$ cat src/verilog/process_image_pkg.sv
// Function
// - Master writes a 4-bit task number 0..15 in output byte 2; device adopts it.
// - Task changeover lasts about 70 ms with all input data frozen.
// - After changeover data update again, info byte shows new task, counter resumes.
// - The 16-bit scan counter is presented as high byte then low byte.
// - Counter adds one per completed measurement and holds during a task change.
// - Free-running mode keeps counting measurements without explicit activation.
// - Triggered mode counts only triggers that actually start a measurement.
// - Info byte bits 7..4 carry virtual switching outputs 4..1, 1 means active.
// - Info byte bits 3..0 carry the task number currently in effect.
// - State byte bit 7 is error mode; bit 3 flags a permanent error.
// - State bit 6 is command mode; queries ignored, data and counter frozen.
// - State bit 5 is keypad operation; queries ignored, data and counter frozen.
// - State bit 4 is normal detection operation, the only full-rate state.
// - State bit 2 is a warning for a temporary malfunction.
// - State bit 1 is sensor activated; bit 0 is Ethernet link connected.
// - Higher input modules contain all lower module inputs plus extensions.
// - With either of the two smallest modules the device sustains 100 Hz.
// - Sixteen window results pack into 16 bits, window 16 at bit 15.
// - A change of the master trigger byte starts a measurement.
// - Trigger rate at most 100 Hz; triggers while busy or free-running are ignored.
package process_image_pkg;

	// ------------------------------------------------------------
	// Timing
	// ------------------------------------------------------------
	localparam int CLK_FREQ_HZ     = 100_000_000;
	localparam int CHANGEOVER_MS   = 70;
	localparam int CHANGEOVER_CYC  = (CLK_FREQ_HZ / 1000) * CHANGEOVER_MS;
	localparam int MAX_RATE_HZ     = 100;
	localparam int MEAS_PERIOD_CYC = CLK_FREQ_HZ / MAX_RATE_HZ;
	localparam int TIMER_W         = 24;

	// ------------------------------------------------------------
	// Field layout
	// ------------------------------------------------------------
	localparam int INFO_SWITCH_LSB  = 4;
	localparam int INFO_TASK_LSB    = 0;
	localparam int STATE_FAULT_MODE = 7;
	localparam int STATE_COMMAND    = 6;
	localparam int STATE_KEYPAD     = 5;
	localparam int STATE_DETECT     = 4;
	localparam int STATE_FAULT      = 3;
	localparam int STATE_TEMP_FAULT = 2;
	localparam int STATE_ACTIVATED  = 1;
	localparam int STATE_ETH_LINK   = 0;

	// ------------------------------------------------------------
	// Reset values and image sizes
	// ------------------------------------------------------------
	localparam logic [15:0] COUNTER_RESET = 16'h0000;
	localparam logic [15:0] COUNTER_STEP  = 16'h0001;
	localparam logic [7:0]  BYTE_RESET    = 8'h00;
	localparam logic [3:0]  TASK_RESET    = 4'h0;
	localparam logic [2:0]  MODULE_BASE   = 3'h1;
	localparam logic [2:0]  MODULE_WINDOW = 3'h2;
	localparam logic [2:0]  MODULE_HITS_A = 3'h3;
	localparam logic [2:0]  MODULE_HITS_B = 3'h4;
	localparam logic [2:0]  MODULE_HITS_C = 3'h5;
	localparam logic [5:0]  LEN_BASE      = 6'h04;
	localparam logic [5:0]  LEN_WINDOW    = 6'h06;
	localparam logic [5:0]  LEN_HITS_A    = 6'h10;
	localparam logic [5:0]  LEN_HITS_B    = 6'h18;
	localparam logic [5:0]  LEN_HITS_C    = 6'h26;

	// ------------------------------------------------------------
	// Carriers
	// ------------------------------------------------------------
	typedef struct packed {
		logic fault_mode;
		logic command_mode;
		logic keypad_mode;
		logic fault;
		logic temp_fault;
		logic activated;
		logic eth_link;
	} sensor_status_t;

	typedef struct packed {
		logic [7:0]  output_and_task_info;
		logic [7:0]  operating_condition_flags;
		logic [15:0] measurement_counter;
		logic [15:0] window_result_bits;
	} input_image_t;

	typedef enum logic [1:0] {
		MEAS_IDLE,
		MEAS_BUSY
	} meas_state_t;

endpackage
$ cat src/verilog/interval_timer.sv
`timescale 1ns/1ps
`default_nettype none

module interval_timer (
	input  wire logic                                clk_sys_i,
	input  wire logic                                rst_n_i,
	input  wire logic                                load_i,
	input  wire logic [process_image_pkg::TIMER_W-1:0] cycles_i,
	output logic                                     busy_o,
	output logic                                     done_o
);
	import process_image_pkg::*;

	typedef struct packed {
		logic [TIMER_W-1:0] count;
		logic               busy;
		logic               done;
	} timer_state_t;

	timer_state_t s_d;
	timer_state_t s_q;

	always_comb begin
		s_d = s_q;
		s_d.done = 1'b0;
		if (load_i) begin
			s_d.count = cycles_i;
			s_d.busy  = 1'b1;
		end else if (s_q.busy) begin
			// The last counted cycle ends the interval, so a load of N spans N cycles.
			if (s_q.count <= TIMER_W'(1)) begin
				s_d.busy = 1'b0;
				s_d.done = 1'b1;
			end else begin
				s_d.count = s_q.count - TIMER_W'(1);
			end
		end
	end

	always_ff @(posedge clk_sys_i or negedge rst_n_i) begin
		if (!rst_n_i) begin
			s_q <= '0;
		end else begin
			s_q <= s_d;
		end
	end

	assign busy_o = s_q.busy;
	assign done_o = s_q.done;

endmodule

`default_nettype wire

$ cat src/verilog/process_data_image.sv
`timescale 1ns/1ps
`default_nettype none

module process_data_image #(
	parameter int CHANGE_CYCLES = process_image_pkg::CHANGEOVER_CYC,
	parameter int PERIOD_CYCLES = process_image_pkg::MEAS_PERIOD_CYC
) (
	input  wire logic                             clk_sys_i,
	input  wire logic                             resetn_i,
	input  wire logic [7:0]                       task_select_field_i,
	input  wire logic                             ext_task_select_en_i,
	input  wire logic [7:0]                       trigger_request_byte_i,
	input  wire logic                             continuous_measure_mode_i,
	input  wire logic                             measure_done_i,
	input  wire logic [3:0]                       virtual_switch_outputs_i,
	input  wire logic [15:0]                      window_results_i,
	input  wire process_image_pkg::sensor_status_t status_i,
	input  wire logic [2:0]                       module_select_i,
	output logic                                  measure_start_o,
	output logic                                  changeover_busy_o,
	output logic [3:0]                            active_task_o,
	output logic [5:0]                            image_length_o,
	output process_image_pkg::input_image_t       image_o
);
	import process_image_pkg::*;

	// ------------------------------------------------------------
	// Reset release
	// ------------------------------------------------------------
	logic [1:0] rst_sync_q;
	logic       rst_n;

	always_ff @(posedge clk_sys_i or negedge resetn_i) begin
		if (!resetn_i) begin
			rst_sync_q <= 2'b00;
		end else begin
			rst_sync_q <= {rst_sync_q[0], 1'b1};
		end
	end

	assign rst_n = rst_sync_q[1];

	// ------------------------------------------------------------
	// State
	// ------------------------------------------------------------
	typedef struct packed {
		meas_state_t    meas;
		logic           primed;
		logic [7:0]     trig_prev;
		logic           changing;
		logic [3:0]     pending_task;
		logic [3:0]     active_task;
		logic [3:0]     switches;
		logic [15:0]    windows;
		logic [15:0]    win_out;
		logic [15:0]    counter;
		logic [7:0]     flags;
		logic           start;
		logic [5:0]     length;
	} image_state_t;

	image_state_t s_d;
	image_state_t s_q;

	logic change_load;
	logic change_busy;
	logic change_done;
	logic rate_load;
	logic rate_busy;

	localparam logic [TIMER_W-1:0] CHANGE_LOAD = TIMER_W'(CHANGE_CYCLES);
	localparam logic [TIMER_W-1:0] PERIOD_LOAD = TIMER_W'(PERIOD_CYCLES);

	interval_timer u_change_timer (
		.clk_sys_i (clk_sys_i),
		.rst_n_i   (rst_n),
		.load_i    (change_load),
		.cycles_i  (CHANGE_LOAD),
		.busy_o    (change_busy),
		.done_o    (change_done)
	);

	// Spacing between measurement starts keeps the detection rate at the bus maximum.
	interval_timer u_rate_timer (
		.clk_sys_i (clk_sys_i),
		.rst_n_i   (rst_n),
		.load_i    (rate_load),
		.cycles_i  (PERIOD_LOAD),
		.busy_o    (rate_busy),
		.done_o    ()
	);

	// ------------------------------------------------------------
	// Next state
	// ------------------------------------------------------------
	logic       trig_change;
	logic       halted;
	logic       may_start;
	logic [3:0] req_task;

	always_comb begin
		s_d         = s_q;
		s_d.start   = 1'b0;
		change_load = 1'b0;
		rate_load   = 1'b0;
		req_task    = task_select_field_i[3:0];

		// Trigger byte is tracked every cycle so a change seen while busy is dropped.
		trig_change   = s_q.primed && (trigger_request_byte_i != s_q.trig_prev);
		s_d.trig_prev = trigger_request_byte_i;
		s_d.primed    = 1'b1;

		// Command and keypad modes ignore the master and hold the data.
		halted = status_i.command_mode || status_i.keypad_mode
			|| status_i.fault_mode || s_q.changing;

		// Task changeover.
		if (!s_q.changing && ext_task_select_en_i && (req_task != s_q.active_task)
			&& !status_i.command_mode && !status_i.keypad_mode) begin
			s_d.changing     = 1'b1;
			s_d.pending_task = req_task;
			change_load      = 1'b1;
		end
		if (s_q.changing && change_done) begin
			s_d.changing    = 1'b0;
			s_d.active_task = s_q.pending_task;
		end

		// Measurement sequencing.
		may_start = !halted && !rate_busy && !change_busy;
		case (s_q.meas)
			MEAS_IDLE: begin
				if (may_start && continuous_measure_mode_i) begin
					s_d.start = 1'b1;
					s_d.meas  = MEAS_BUSY;
					rate_load = 1'b1;
				end else if (may_start && trig_change) begin
					s_d.start = 1'b1;
					s_d.meas  = MEAS_BUSY;
					rate_load = 1'b1;
				end
			end
			MEAS_BUSY: begin
				if (s_q.changing) begin
					// A measurement cut by a task change is discarded uncounted.
					s_d.meas = MEAS_IDLE;
				end else if (measure_done_i) begin
					s_d.meas = MEAS_IDLE;
					if (!halted) begin
						s_d.counter  = s_q.counter + COUNTER_STEP;
						s_d.switches = virtual_switch_outputs_i;
						s_d.windows  = window_results_i;
					end
				end
			end
			default: begin
				s_d.meas = MEAS_IDLE;
			end
		endcase

		// Status flags are held during a changeover like the rest of the image.
		if (!s_q.changing) begin
			s_d.flags                   = BYTE_RESET;
			s_d.flags[STATE_FAULT_MODE] = status_i.fault_mode;
			s_d.flags[STATE_COMMAND]    = status_i.command_mode;
			s_d.flags[STATE_KEYPAD]     = status_i.keypad_mode;
			s_d.flags[STATE_DETECT]     = !status_i.fault_mode
				&& !status_i.command_mode && !status_i.keypad_mode;
			s_d.flags[STATE_FAULT]      = status_i.fault;
			s_d.flags[STATE_TEMP_FAULT] = status_i.temp_fault;
			s_d.flags[STATE_ACTIVATED]  = status_i.activated;
			s_d.flags[STATE_ETH_LINK]   = status_i.eth_link;
		end

		// Image length grows with the module number from 1 to 5; any other number gives the base length.
		if (module_select_i == MODULE_BASE) begin
			s_d.length = LEN_BASE;
		end else if (module_select_i == MODULE_WINDOW) begin
			s_d.length = LEN_WINDOW;
		end else if (module_select_i == MODULE_HITS_A) begin
			s_d.length = LEN_HITS_A;
		end else if (module_select_i == MODULE_HITS_B) begin
			s_d.length = LEN_HITS_B;
		end else if (module_select_i == MODULE_HITS_C) begin
			s_d.length = LEN_HITS_C;
		end else begin
			s_d.length = LEN_BASE;
		end

		// The window word is registered here so the image output stays a plain flop.
		if (s_d.length == LEN_BASE) begin
			s_d.win_out = '0;
		end else begin
			s_d.win_out = s_d.windows;
		end
	end

	always_ff @(posedge clk_sys_i or negedge rst_n) begin
		if (!rst_n) begin
			s_q              <= '0;
			s_q.meas         <= MEAS_IDLE;
			s_q.active_task  <= TASK_RESET;
			s_q.pending_task <= TASK_RESET;
			s_q.counter      <= COUNTER_RESET;
			s_q.flags        <= BYTE_RESET;
			s_q.length       <= LEN_BASE;
		end else begin
			s_q <= s_d;
		end
	end

	// ------------------------------------------------------------
	// Outputs
	// ------------------------------------------------------------
	// All image fields are flops; the window word reads zero unless a module carrying it is set.
	assign measure_start_o   = s_q.start;
	assign changeover_busy_o = s_q.changing;
	assign active_task_o     = s_q.active_task;
	assign image_length_o    = s_q.length;

	assign image_o.output_and_task_info      = {s_q.switches, s_q.active_task};
	assign image_o.operating_condition_flags = s_q.flags;
	assign image_o.measurement_counter       = s_q.counter;
	assign image_o.window_result_bits        = s_q.win_out;

endmodule

`default_nettype wire

$ cat config.mk
export PLATFORM = sky130hd
export DESIGN_NAME = process_data_image
export DESIGN_NICKNAME = d
export VERILOG_FILES = /design/src/verilog/process_image_pkg.sv /design/src/verilog/interval_timer.sv /design/src/verilog/process_data_image.sv
export SDC_FILE = /design/constraint.sdc
export NUM_CORES = 1
export LEC_CHECK = 0
export ABC_AREA = 1
export BUFFER_PORTS_ARGS = -buffer_cell sky130_fd_sc_hd__buf_2
export CORE_ASPECT_RATIO = 0.75
export CORE_UTILIZATION = 62
export CTS_BUF_LIST = sky130_fd_sc_hd__clkbuf_8 sky130_fd_sc_hd__clkbuf_16
export DETAILED_ROUTE_END_ITERATION = 7
export GPL_ROUTABILITY_DRIVEN = 1
export PLACE_DENSITY = 0.86
export SLEW_MARGIN = 20
export SYNTH_ARGS = -nofsm -noshare
export SYNTH_HDL_FRONTEND = slang
export SYNTH_SLANG_ARGS = --single-unit
export TNS_END_PERCENT = 30
$ cat constraint.sdc
create_clock -name clk_sys_i -period 6.59 [get_ports clk_sys_i]
set_clock_uncertainty 0.1 [all_clocks]
set_input_delay 1.318 -clock clk_sys_i [delete_from_list [all_inputs] [get_ports clk_sys_i]]
set_output_delay 1.318 -clock clk_sys_i [all_outputs]
set_load 0.1 [all_outputs]
---- After elaboration in Yosys (flattened, before gate mapping) ----
Index checks and enable logic that the tools add are counted.
word-level totals
  output and inout bits ................... 60
  logic and storage cells ................. 99
  latch bits .............................. 0
  ROM bits ................................ 0
  register bits ........................... 140
  memory bits (writable) .................. 0
  bits of input ports ..................... 51
  memories ................................ 0
cells by class
  div/mod/pow operators ................... 0
  multipliers ............................. 0
  magnitude comparators ................... 2
  add/sub/neg operators ................... 3
  reductions and logical operators ........ 30
  equality and inequality tests ........... 13
  muxes and demuxes ....................... 30
  shift-type cells ........................ 0
  bitwise gates (word level) .............. 2
operators by type and width
  cell                                                             number
  two-way mux 16 bit                                               5
  two-way mux 26 bit                                               2
  two-way mux 25 bit                                               2
  less-or-equal comparator 24 x 1 -> 1 bit, second input constant  2
  two-way mux 24 bit                                               2
  subtractor 24 x 1 -> 24 bit, second input constant               2
  two-way mux 6 bit                                                5
  adder 16 x 1 -> 16 bit, second input constant                    1
  logical AND 1 bit                                                12
  two-way mux 2 bit                                                6
  != test 8 bit                                                    1
  zero test 1 bit                                                  7
  equality test 3 x 2 -> 1 bit, second input constant              2
  equality test 3 bit, second input constant                       2
  equality test 6 x 3 -> 1 bit, second input constant              1
  two-way mux 1 bit                                                6
  != test 3 bit, second input constant                             2
  AND reduction 2 bit                                              3
  nonzero test 2 bit                                               3
  two-way mux 5 bit                                                1
  != test 2 bit, second input constant                             2
  != test 4 bit                                                    1
  one-hot mux 2 bit (2 select lines)                               1
  AND reduction 4 bit                                              1
  5 further kinds                                                  8

---- Longest topological paths before layout ----
  word-level depth ........................ 12
  depth in mapped cells ................... 11
  depth with buffers taken out ............ 11

---- Modules after synthesis ----
Synthesis repeated with hierarchy kept, for this count alone.
second synthesis, totals
  cell total of the unflattened synthesis .. 1,070
  area total of the unflattened synthesis .. 8,154.1 µm²
by module, submodules not included
  module              sequential area each (µm²)  cells an instance  area an instance (µm²)  instances
  interval_timer      650.6                       326                2,110.8                 2
  process_data_image  2,178.3                     418                3,932.5                 1

---- Worst setup path before layout ----
OpenSTA, ideal clock, no wires.
  kind .................................... input to register
  from .................................... input status_i[4] (netlist name)
  to ...................................... register s_q, in the netlist image_o[31]
  buffers on the path ..................... 0
  library setup time ...................... 0.117 ns
  data required time ...................... 6.373 ns
  path slack .............................. 4.077 ns
  arrival ................................. 2.296 ns
  stages .................................. 10
  cell sequence ........................... nor2_1 -> nand2_1 -> inv_1 -> nand2_1 -> nor2_4 -> nand2_2 -> nor3_4 -> nand3_1 -> nand2_1 -> nand2_1
between the ends
  cells in the longest elaborated chain, start to end .. 5
RTL lines
  item                                  line                       source
  start: declaration                    process_data_image.sv:17   input wire process_image_pkg::sensor_status_t status_i,
  logical OR 1 bit                      process_data_image.sv:114  halted = status_i.command_mode || status_i.keypad_mode
  logical OR 1 bit (2 in a row)         process_data_image.sv:115  || status_i.fault_mode || s_q.changing;
  inverter 1 bit (no source line)       -
  AND reduction 4 bit (no source line)  -
  end: declaration                      process_data_image.sv:63   image_state_t s_q;
No other way between the ends.
A chain may end at the register's enable or synchronous reset.

==> reports/qor.yml <==
run_status:
  status: "finished, final reports clean"
synth:
  synth_cell_types: 36
  syn_avg_cell_area_sq_um: 8.01
  synthArstFlopShare: 1.00
  synth_edf_count: 0
  synthFlopType: "dfrtp_1"
  yosys_register_bits: 138
  syn_inst: 888
  yosysTopAreaCellShare: 0.482
  synth.area.top_cells: "dfrtp_1 48%, nand2_1 12%, nor2_1 6.9%, buf_4 6.2%, inv_1 5.1%"
  yosys_warnings: 0
  yosysTopAreaCell: "dfrtp_1"
  netlist_area_sq_um: 7120
  synth-seq-area-share: 0.485
clock_network:
  tritoncts_num_sinks: 138
  cts_resized: 0
  cts_hold_buf: 0
  numCtsBuffers: 17
  path_clk_slew_ps: 60
  root_buffer: "clkbuf_16"
  cts_tree: "yes"
  clock_path_buffers: 2
  htree_levels: 4
  clk_latency_ps: 420
  postCtsSetupBuffers: 0
timing:
  hold_violations: 0
  fin_crit_sh: 0.521
  final-setup-viol-count: 0
  worst_slew_pin_slew_ps: 1060
  fmax_mhz: 291
  report.final.slew_viol_count: 0
  tns_ps: 0
  max_slew_margin: 0.289
  period_needed_ps: 3430
  rsz0062_at_grt: "false"
worst_setup_path:
  critPathLaunchType: "primary input"
  end_kind: "flop"
  cp.arrival_ps: 3610
  crit_path_max_fanout: 32
  path_class: "in -> reg"
  required_ps: 6770
flow_run:
  cap_violations: 0
placed_design:
  place_congestion: 0.880
  port-buffer-count: 105
  dp_hpwl_um: 10200
floorplan:
  fp.dieH_um: 94.8
  rows: 33
  start_util: 0.643
  chipWidth_um: 126
  ioPinCount: 111
  core_sq_um: 11100
  die-area_sq_um: 11900
grt:
  grt-ovfl-total: 0
  antenna_found_initial: 0
  grt_max_degree: 80
  grt_pass1_vias: 5625
  grt.total_usage: 0.284
  grt_pass1_wl_um: 26200
routing:
  drtIter0Drc: 426
  drt_first_pass_iters: 6
  routedWlPerCell_um: 14.5
  drc: 0
  viasPerCell: 5.35
  num_vias: 5823
  wirelength_um: 15800
  antenna_left: 0
hold_path:
  hp-class: "reg -> reg"
final_layout:
  area_growth_syn_to_layout_pct: 10.6
  fin_nets: 992
  antenna_cells: 0
  drive_gt1_frac: 0.181
  nFillCells: 803
power_and_ir_drop:
  p_leak_nw: 4.27
  power_mw: 2.10
  cellPowerDensity_nw_per_um2: 267
  ir_drop_mv: 0.219
-- synth_stat cells (all sizes together), types with 12 or more instances --
| cell type | number |
|---|---|
| buf | 72 |
| dfrtp | 137 |
| inv | 98 |
| nand2 | 228 |
| nand3 | 42 |
| nand4 | 22 |
| nor2 | 136 |
| nor3 | 12 |
| o21ai | 54 |
| or2 | 18 |
| xnor2 | 16 |
| xor2 | 19 |
-- area by class of cell --
class                   instances  area [sq um]  share of cell area
clock inverters                11           121              0.0154
multi-input cells             574          2730               0.347
well taps                     140           175              0.0223
repair buffers                106           533              0.0677
inverters                      99           372              0.0472
clock buffers                  21           480              0.0610
flip-flops and latches        138          3460               0.439
-- layer usage --
layer  track usage  vias to the layer above  share of wire
met5             0                        -              0
met4         0.110                        0          0.018
met3        0.0657                       26          0.063
met2         0.484                      243           0.49
met1         0.355                     2752           0.43
li1              -                     2802              -
-- placed cells by master (no fill, tap or decap), drive strengths merged --
master    netlist  routed
conb            2       3
a21oi           7       7
nor3b           1       1
bufinv          0       2
a31o            1       1
o22ai           1       1
nand4          22      22
o21bai          3       3
ha              5       5
o21ai          54      54
nor2          136     136
clkinvlp        0       1
clkinv          1       8
dfrtp         137     137
or2            18      18
inv            98      99
clkbuf          6      21
nand2         228     228
nor3           12      12
nand3          42      42
nor4            1       1
nand3b          5       5
dfstp           1       1
xnor2          16      16
xor2           19      19
buf            72     106
-- metrics by stage --
stage	setup WS [ps]	hold slack [ps]	cells	instance area (sq um)	utilization
floorplan	2360	231	889	7120	-
detailed placement	2820	253	1057	7270	0.657
CTS	3170	276	1089	7870	0.711
finish	3160	268	1089	7870	0.711
global route	2870	268	1089	7870	0.711
global placement	2890	238	1057	7270	0.657
-- worst paths after layout --
path / start / to / slack [ps] / cells after the start
max in group asynchronous: rst_sync_q[1]$_DFF_PN0_ / image_o[14]$_DFF_PN0_ / 4620 / 1
min in group asynchronous: rst_sync_q[1]$_DFF_PN0_ / u_rate_timer.busy_o$_DFF_PN0_ / 310 / 0
worst max register to register: changeover_busy_o$_DFFE_PN0P_ / s_q[58]$_DFF_PN0_ / 3490 / 8
worst min-delay path: rst_sync_q[0]$_DFF_PN0_ / rst_sync_q[1]$_DFF_PN0_ / 270 / 0
worst min register to register: rst_sync_q[0]$_DFF_PN0_ / rst_sync_q[1]$_DFF_PN0_ / 270 / 0
worst max-delay path: status_i[4] / s_q[58]$_DFF_PN0_ / 3160 / 9
-- where the power goes --
| group | internal, mW | total [mW] | leakage [nW] | switching [mW] |
|---|---|---|---|---|
| logic | 0.0732 | 0.210 | 2.31 | 0.136 |
| clock network | 0.595 | 0.955 | 0.300 | 0.360 |
| registers | 0.888 | 0.934 | 1.66 | 0.0461 |
-- cells by family (layout without fill, tap and decap cells) --
family	count (synthesis)	in the layout	synth area share
other cells	2	3	0.00106
simple gates	465	465	0.282
fa+ha+maj	5	5	0.00879
xor+xnor	35	35	0.0431
compound gates	66	66	0.0482
buf+inv	177	237	0.131
flops	138	138	0.485
-- worst max-delay path, stage by stage --
cell	delay [ps]
buf_2	90
nor2_1	260
nand2_1	180
inv_1	90
nand2_1	110
nor2_4	520
inv_1	490
o21ai_0	420
inv_1	120
-- flip-flops by register name (all words and copies together) (netlist names) --
name / cells
active_task_o: 4
u_rate_timer.busy_o: 1
s_q: 30
rst_sync_q: 2
image_length_o: 5
image_o: 44
u_rate_timer.s_q: 24
measure_start_o: 1
u_change_timer.done_o: 1
u_change_timer.s_q: 24
changeover_busy_o: 1
u_change_timer.busy_o: 1
No activity file was read; power rests on OpenSTA's default activity.
